==> config.mk <==
export PLATFORM = sky130hd
export DESIGN_NAME = ipr_regs
export DESIGN_NICKNAME = d
export VERILOG_FILES = /design/src/shared/ipr_pkg.sv /design/src/shared/ipr_arb_if.sv /design/src/hw/ipr_arbiter.sv /design/src/hw/ipr_regs.sv
export SDC_FILE = /design/constraint.sdc
export NUM_CORES = 1
export LEC_CHECK = 0
export BUFFER_PORTS_ARGS = -buffer_cell sky130_fd_sc_hd__buf_2
export CAP_MARGIN = 20
export CORE_ASPECT_RATIO = 1.75
export CORE_MARGIN = 2
export CORE_UTILIZATION = 40
export DETAILED_ROUTE_END_ITERATION = 6
export HOLD_SLACK_MARGIN = 0.03
export PLACE_DENSITY_LB_ADDON = 0.05
export SKIP_CTS_REPAIR_TIMING = 1
export SYNTH_ARGS = -nofsm -noshare
export SYNTH_HDL_FRONTEND = slang
export SYNTH_SLANG_ARGS = --single-unit
==> constraint.sdc <==
create_clock -name mclk -period 23.8 [get_ports mclk]
set_clock_uncertainty 0.2 [all_clocks]
set_input_delay 3.57 -clock mclk [delete_from_list [all_inputs] [get_ports mclk]]
set_output_delay 3.57 -clock mclk [all_outputs]
set_load 0.01 [all_outputs]
==> src/shared/ipr_pkg.sv <==
package ipr_pkg;
	localparam int          IPR_NREG      = 6;
	localparam int          IPR_NSRC      = 20;
	localparam int          IPR_LW        = 3;
	localparam logic [2:0]  IPR_LVL_RST   = 3'h4;
	localparam logic [2:0]  IPR_LVL_OFF   = 3'h0;
	localparam logic [15:0] IPR_MASK_FULL = 16'h7777;
	localparam logic [15:0] IPR_MASK_3    = 16'h0777;
	localparam logic [15:0] IPR_MASK_5    = 16'h0007;
	localparam logic [15:0] IPR_RST_FULL  = 16'h4444;
	localparam logic [15:0] IPR_RST_3     = 16'h0444;
	localparam logic [15:0] IPR_RST_5     = 16'h0004;
	localparam logic [7:0]  IPR_OFF_CTRL0 = 8'h00;
	localparam logic [7:0]  IPR_OFF_CTRL1 = 8'h04;
	localparam logic [7:0]  IPR_OFF_CTRL2 = 8'h08;
	localparam logic [7:0]  IPR_OFF_CTRL3 = 8'h0C;
	localparam logic [7:0]  IPR_OFF_CTRL4 = 8'h10;
	localparam logic [7:0]  IPR_OFF_CTRL5 = 8'h14;
	localparam logic [7:0]  IPR_OFF_STAT  = 8'h18;
	localparam logic [1:0]  IPR_RESP_OK   = 2'h0;
	localparam logic [1:0]  IPR_RESP_ERR  = 2'h2;
	// Source index order: register n field k (k=3 at bits 14-12) -> 4*n + (3-k)
	localparam int          IPR_SRC_T1    = 0;
	localparam int          IPR_SRC_INT1  = 20;
endpackage

==> src/shared/ipr_arb_if.sv <==
`timescale 1ns/1ns
interface ipr_arb_if;
	logic [20*3-1:0] levels;
	logic [19:0]     pend;
	logic            req;
	logic [4:0]      id;
	logic [2:0]      lvl;
	modport regs (output levels, output pend, input req, input id, input lvl);
	modport arb  (input levels, input pend, output req, output id, output lvl);
endinterface

==> src/hw/ipr_arbiter.sv <==
`timescale 1ns/1ns
module ipr_arbiter
	import ipr_pkg::*;
(
	ipr_arb_if.arb a
);
	logic [2:0] best_lvl [0:IPR_NSRC];
	logic [4:0] best_id  [0:IPR_NSRC];
	assign best_lvl[0] = IPR_LVL_OFF;
	assign best_id[0]  = 5'h00;
	// Strictly greater: lower index wins among equal levels
	for (genvar i = 0; i < IPR_NSRC; i++) begin : g_cmp
		wire [2:0] lv   = a.levels[i*IPR_LW +: IPR_LW];
		wire       take = a.pend[i] && (lv != IPR_LVL_OFF) && (lv > best_lvl[i]);
		assign best_lvl[i+1] = take ? lv : best_lvl[i];
		assign best_id[i+1]  = take ? 5'(i) : best_id[i];
	end
	assign a.req = best_lvl[IPR_NSRC] != IPR_LVL_OFF;
	assign a.lvl = best_lvl[IPR_NSRC];
	assign a.id  = best_id[IPR_NSRC];
endmodule

==> src/hw/ipr_regs.sv <==
// Chosen here: the placing of the registers and register access over AXI4-Lite.
`timescale 1ns/1ns
// Behaviour
// Level code 111 is priority 7, the highest.
// Level code 001 is priority 1, the lowest active level.
// Level code 000 disables the source; it never reaches the processor.
// Every implemented field resets to 100, level 4; all fields read/write.
// Unimplemented bits read zero and ignore writes.
// Register 0: timer1, out-compare1, in-capture1, ext irq0 fields.
// Register 1: timer2, out-compare2, in-capture2, dma ch0 fields.
// Register 2: serial1 rx, spi1 event, spi1 error, timer3 fields.
// Register 3: bits 15-11 unused; dma ch1, adc done, serial1 tx.
// Register 4: change notify, comparator1, i2c1 master, i2c1 slave fields.
// Register 5: bits 15-3 unused; bits 2-0 hold ext irq1. The code stores this field but feeds it to no arbiter source.
// Codes 010..110 are levels 2..6; higher level is served first.
module ipr_regs
	import ipr_pkg::*;
(
	input  wire logic        mclk,
	input  wire logic        rst_n,
	input  wire logic [7:0]  s_axi_awaddr,
	input  wire logic        s_axi_awvalid,
	output logic             s_axi_awready,
	input  wire logic [31:0] s_axi_wdata,
	input  wire logic [3:0]  s_axi_wstrb,
	input  wire logic        s_axi_wvalid,
	output logic             s_axi_wready,
	output logic [1:0]       s_axi_bresp,
	output logic             s_axi_bvalid,
	input  wire logic        s_axi_bready,
	input  wire logic [7:0]  s_axi_araddr,
	input  wire logic        s_axi_arvalid,
	output logic             s_axi_arready,
	output logic [31:0]      s_axi_rdata,
	output logic [1:0]       s_axi_rresp,
	output logic             s_axi_rvalid,
	input  wire logic        s_axi_rready,
	input  wire logic [19:0] src_pending,
	output logic             irq_req,
	output logic [4:0]       irq_id,
	output logic [2:0]       irq_level
);
	ipr_arb_if arb_bus ();

	logic [15:0] ctrl_ff [0:IPR_NREG-1];
	logic [15:0] nxt_ctrl [0:IPR_NREG-1];
	logic [15:0] reg_mask [0:IPR_NREG-1];
	logic [15:0] reg_rst  [0:IPR_NREG-1];

	logic        aw_got_ff;
	logic [7:0]  aw_addr_ff;
	logic        w_got_ff;
	logic [31:0] w_data_ff;
	logic [3:0]  w_strb_ff;
	logic        bvalid_ff;
	logic [1:0]  bresp_ff;
	logic        rvalid_ff;
	logic [31:0] rdata_ff;
	logic [1:0]  rresp_ff;
	logic        awready_ff;
	logic        wready_ff;
	logic        arready_ff;
	logic        irq_req_ff;
	logic [4:0]  irq_id_ff;
	logic [2:0]  irq_level_ff;
	logic [19:0] pend_ff;

	// Field masks and reset images per register
	assign reg_mask[0] = IPR_MASK_FULL;
	assign reg_mask[1] = IPR_MASK_FULL;
	assign reg_mask[2] = IPR_MASK_FULL;
	assign reg_mask[3] = IPR_MASK_3;
	assign reg_mask[4] = IPR_MASK_FULL;
	assign reg_mask[5] = IPR_MASK_5;
	assign reg_rst[0]  = IPR_RST_FULL;
	assign reg_rst[1]  = IPR_RST_FULL;
	assign reg_rst[2]  = IPR_RST_FULL;
	assign reg_rst[3]  = IPR_RST_3;
	assign reg_rst[4]  = IPR_RST_FULL;
	assign reg_rst[5]  = IPR_RST_5;

	// Write path: address and data taken in either order
	wire        aw_take   = s_axi_awvalid && awready_ff;
	wire        w_take    = s_axi_wvalid && wready_ff;
	wire        aw_have   = aw_got_ff || aw_take;
	wire        w_have    = w_got_ff || w_take;
	wire [7:0]  wr_addr   = aw_got_ff ? aw_addr_ff : s_axi_awaddr;
	wire [31:0] wr_data   = w_got_ff ? w_data_ff : s_axi_wdata;
	wire [3:0]  wr_strb   = w_got_ff ? w_strb_ff : s_axi_wstrb;
	wire        wr_fire   = aw_have && w_have && !bvalid_ff;
	wire [15:0] wr_lanes  = {{8{wr_strb[1]}}, {8{wr_strb[0]}}};
	wire [5:0]  wr_word   = wr_addr[7:2];
	wire        wr_hit    = (wr_addr[1:0] == 2'h0) && (wr_word < 6'(IPR_NREG));
	wire        wr_stat   = wr_addr == IPR_OFF_STAT;

	for (genvar r = 0; r < IPR_NREG; r++) begin : g_reg
		wire sel = wr_fire && wr_hit && (wr_word == 6'(r));
		// Only implemented bits take the write
		assign nxt_ctrl[r] = sel ? ((ctrl_ff[r] & ~(reg_mask[r] & wr_lanes)) |
			(wr_data[15:0] & reg_mask[r] & wr_lanes)) : ctrl_ff[r];
		always_ff @(posedge mclk) begin
			if (!rst_n)
				ctrl_ff[r] <= reg_rst[r];
			else
				ctrl_ff[r] <= nxt_ctrl[r];
		end
	end

	always_ff @(posedge mclk) begin
		if (!rst_n) begin
			aw_got_ff  <= 1'b0;
			aw_addr_ff <= 8'h00;
			w_got_ff   <= 1'b0;
			w_data_ff  <= 32'h00000000;
			w_strb_ff  <= 4'h0;
			bvalid_ff  <= 1'b0;
			bresp_ff   <= IPR_RESP_OK;
			awready_ff <= 1'b0;
			wready_ff  <= 1'b0;
		end else begin
			if (aw_take)
				aw_addr_ff <= s_axi_awaddr;
			if (w_take) begin
				w_data_ff <= s_axi_wdata;
				w_strb_ff <= s_axi_wstrb;
			end
			aw_got_ff  <= aw_have && !wr_fire;
			w_got_ff   <= w_have && !wr_fire;
			awready_ff <= !aw_have || wr_fire ? !(aw_take && !wr_fire) && !bvalid_ff : 1'b0;
			wready_ff  <= !w_have || wr_fire ? !(w_take && !wr_fire) && !bvalid_ff : 1'b0;
			if (wr_fire) begin
				bvalid_ff <= 1'b1;
				bresp_ff  <= (wr_hit || wr_stat) ? IPR_RESP_OK : IPR_RESP_ERR;
			end else if (bvalid_ff && s_axi_bready) begin
				bvalid_ff  <= 1'b0;
				awready_ff <= !aw_got_ff;
				wready_ff  <= !w_got_ff;
			end
		end
	end

	// Read path
	wire        ar_take  = s_axi_arvalid && arready_ff;
	wire [5:0]  rd_word  = s_axi_araddr[7:2];
	wire        rd_hit   = (s_axi_araddr[1:0] == 2'h0) && (rd_word < 6'(IPR_NREG));
	wire        rd_stat  = s_axi_araddr == IPR_OFF_STAT;
	wire [2:0]  rd_idx   = rd_hit ? rd_word[2:0] : 3'h0;
	wire [31:0] stat_img = {20'h00000, irq_req_ff, 3'h0, irq_id_ff, irq_level_ff};
	wire [31:0] rd_img   = rd_hit ? {16'h0000, ctrl_ff[rd_idx] & reg_mask[rd_idx]} :
		rd_stat ? stat_img : 32'h00000000;

	always_ff @(posedge mclk) begin
		if (!rst_n) begin
			rvalid_ff  <= 1'b0;
			rdata_ff   <= 32'h00000000;
			rresp_ff   <= IPR_RESP_OK;
			arready_ff <= 1'b0;
		end else if (ar_take) begin
			rvalid_ff  <= 1'b1;
			rdata_ff   <= rd_img;
			rresp_ff   <= (rd_hit || rd_stat) ? IPR_RESP_OK : IPR_RESP_ERR;
			arready_ff <= 1'b0;
		end else if (rvalid_ff && s_axi_rready) begin
			rvalid_ff  <= 1'b0;
			arready_ff <= 1'b1;
		end else if (!rvalid_ff) begin
			arready_ff <= 1'b1;
		end
	end

	// Level fields gathered in source order for the arbiter
	for (genvar s = 0; s < IPR_NSRC; s++) begin : g_lvl
		localparam int RG = s / 4;
		localparam int FB = (3 - (s % 4)) * 4;
		assign arb_bus.levels[s*IPR_LW +: IPR_LW] = ctrl_ff[RG][FB +: IPR_LW];
	end
	assign arb_bus.pend = pend_ff;

	ipr_arbiter u_arb (
		.a (arb_bus.arb)
	);

	always_ff @(posedge mclk) begin
		if (!rst_n) begin
			pend_ff      <= 20'h00000;
			irq_req_ff   <= 1'b0;
			irq_id_ff    <= 5'h00;
			irq_level_ff <= IPR_LVL_OFF;
		end else begin
			// Unused slots of register 3 upper field never pend
			pend_ff      <= src_pending & 20'hFFFFF & ~(20'h1 << 12);
			irq_req_ff   <= arb_bus.req;
			irq_id_ff    <= arb_bus.id;
			irq_level_ff <= arb_bus.lvl;
		end
	end

	assign s_axi_awready = awready_ff;
	assign s_axi_wready  = wready_ff;
	assign s_axi_bvalid  = bvalid_ff;
	assign s_axi_bresp   = bresp_ff;
	assign s_axi_arready = arready_ff;
	assign s_axi_rvalid  = rvalid_ff;
	assign s_axi_rdata   = rdata_ff;
	assign s_axi_rresp   = rresp_ff;
	assign irq_req       = irq_req_ff;
	assign irq_id        = irq_id_ff;
	assign irq_level     = irq_level_ff;
endmodule

==> flow_summary.toml <==
[status]
status = "finished, final reports clean"

[die]
num_io_pins = 129
rows = 70
die_h_um = 197
die_area_sq_um = 22600
coreArea_sq_um = 20900
die_w_um = 114
start_util = 0.408

[hold_path]
hold_start = "w_data_ff[6]"
holdPathEnd = "w_data_ff[6]"
hold_depth = 2
hold_path_class = "reg -> reg"

[power]
pwr-share-clk = 0.428
power.leakage_uw = 0.00459
pwr-share-comb = 0.190
ir_worst_vdd_v = 0.0000410
p_per_area_nw_per_um2 = 55.4
swShare = 0.286
finalPower_uw = 627
power.switching_uw = 179
internal_power_uw = 448
p_seq_frac = 0.382

[synthesis]
async_flop_share = 0
synth_seq_cells = 134
ys_seq_area_frac = 0.314
synthDistinctLibCells = 90
synth_area_sq_um = 8540
synthCells = 1100
synth-main-ff-cell = "dfxtp_1"
synth_edf_count = 0
ys_warn_count = 0
syn_avg_cell_area_sq_um = 7.77

[global_routing]
grt_pass1_vias = 8376
grt_max_degree = 87
antenna_found_initial = 0
grt.total_usage = 0.272
grt_overflow_total = 0
grt_pass1_wl_um = 46500

[critical_path]
crit_type = "reg -> reg"
reg2reg_from = "arb_bus.pend[0]"
cp_max_fo = 4
slowest_delay_ps = 540
critical_path.startpoint_type = "flip-flop"
r2r_end = "irq_req"
arrival_ps = 23500
crit_top_cell = "ha_4"
r2r_cells = 129
cp-end-kind = "flip-flop"
cp_slowest_cell = "or4_4"
ff2ff_setup_slack_ps = 460
required_ps = 23960

[sta]
hold_viol = 0
fmax_ghz = 0.0428
worst_pin_slew_ps = 1030
final-setup-viol-count = 0
fin_ws_ps = 456
fin_crit_sh = 0.981
relSlewSlack = 0.292
finalMaxSlewViolations = 0
fin_crit_ps = 23340
rsz0062_at_grt = "yes"

[placed_design]
place_hpwl_um = 23400
place_congestion = 0.927
portBuffers = 86
placed_cell_area_sq_um = 9780
post-place-ws_ps = -1270
dp_cells = 1487

[cells_and_area]
area.growth.synth_to_final_pct = 32.5
stdcell_count = 1545
n_fill_cell = 2017
drive_gt1_frac = 0.317
antenna_cells = 0
nNetsFinal = 1385
layout_common_cells = "nand2_1, dfxtp_1, buf_4, nor2_1, buf_2"
fin_area_sq_um = 11300
final_common_cell = "nand2_1"

[routing]
wl_um = 31300
postRouteAntennaNets = 0
drtIter0Drc = 547
viasPerCell = 5.79
firstDrtPassIters = 5
vias = 8940
route.detailed.drc = 0
wl_per_cell_um = 20.3

[clocking]
numCtsBuffers = 17
clock_path_buffers = 2
cts_tree = "done"
htree_levels = 4
cts-root-buf = "clkbuf_16"
cts_sinks = 134
clock_latency_ps = 440
clkTransAtPathRegs_ps = 60

[flow_run]
maxCapViolCount = 0
==> cell families after synthesis <==
group / after synthesis / share of synthesized area
other cells: 1 / 0.000439
flops: 134 / 0.314
fa+ha+maj: 28 / 0.0400
mux: 62 / 0.0775
xor+xnor: 1 / 0.00103
compound gates: 357 / 0.293
buf+inv: 111 / 0.0590
simple gates: 406 / 0.215
==> layout make-up <==
cell class              count  area (sq um)  area share
repair buffers            215          1410       0.125
clock inverters             7          96.3     0.00851
multi-input cells         873          6170       0.545
well taps                 252           315      0.0279
clock buffers              23           488      0.0431
inverters                  41           154      0.0136
flip-flops and latches    134          2690       0.237
==> power groups by stage <==
| stage | clock network [uW] | registers, uW | logic (uW) |
|---|---|---|---|
| after CTS | 272 | 239 | 102 |
| after global routing | 281 | 241 | 128 |
| after floorplan | 0 | 244 | 61.2 |
| final | 268 | 240 | 119 |
| after global placement | 0 | 244 | 101 |
| after detailed placement | 0 | 244 | 102 |
==> per-stage QoR <==
| stage | hold slack (ps) | utilization | setup TNS, ps |
|---|---|---|---|
| after floorplan | 233 | - | 0 |
| after global routing | 260 | 0.541 | -5340 |
| after detailed placement | 246 | 0.467 | -10420 |
| after CTS | 254 | 0.495 | -11620 |
| final | 252 | 0.541 | 0 |
| after global placement | 239 | 0.467 | -9470 |
==> per-layer routing <==
| metal | vias up | GRT usage | routed length (um) |
|---|---|---|---|
| met3 | 93 | 0.0399 | 1110 |
| li1 | 4371 | - | - |
| met5 | - | 0 | 0 |
| met1 | 4234 | 0.291 | 11600 |
| met2 | 242 | 0.508 | 16900 |
| met4 | 0 | 0.133 | 1770 |
==> critical path, delay by kind of cell, from the launching register on <==
family                   cells  cell delay, ps
buffers and inverters        7             750
AND/OR/NAND/NOR             38            5120
flip-flops                   1             380
multiplexers                 5            1720
adder cells (fa/ha/maj)     22            5940
AO/OA/AOI/OAI               57            9100
==> synthesized netlist by cell type (3+ instances only) <==
library cell,number,area share
a2111oi_0,5,0.0051
a211o_1,3,0.0031
a211oi_1,42,0.037
a21boi_0,6,0.0053
a21o_1,16,0.014
a21oi_1,88,0.052
a22o_1,4,0.0041
a22oi_1,4,0.0035
a311oi_1,3,0.0031
a31o_2,4,0.0041
a31oi_1,21,0.015
a32oi_1,7,0.0072
and2_1,35,0.026
and3_1,10,0.0073
buf_1,5,0.0022
buf_4,19,0.017
clkbuf_1,43,0.019
dfxtp_1,134,0.31
ha_1,24,0.035
inv_1,40,0.018
maj3_1,3,0.0035
mux2_2,23,0.030
mux2i_1,38,0.045
nand2_1,144,0.063
nand2b_1,5,0.0037
nand3_1,24,0.014
nand4_1,5,0.0037
nor2_1,126,0.055
nor2b_1,5,0.0037
nor3_1,20,0.012
nor4_1,13,0.0095
o211a_1,7,0.0082
o211ai_1,16,0.014
o21a_1,13,0.011
o21ai_0,49,0.029
o21ai_1,3,0.0018
o21bai_1,3,0.0026
o221a_2,3,0.0040
o22ai_1,6,0.0044
o31ai_1,6,0.0053
o32ai_1,3,0.0031
or2_2,4,0.0029
or3_1,4,0.0029
==> how the worst max path moves through the flow <==
stage                    start           end  slack (ps)  cells past startpoint
4_1_cts        arb_bus.pend[0]       irq_req       -1390                    130
2_1_floorplan        flip-flop       irq_req           2                    128
3_3_place_gp   arb_bus.pend[0]       irq_req       -1150                    131
3_5_place_dp   arb_bus.pend[0]       irq_req       -1270                    131
6_report       arb_bus.pend[0]       irq_req         460                    129
5_1_grt        arb_bus.pend[0]  irq_level[2]        -660                    134
(Power assumes the default switching activity.)
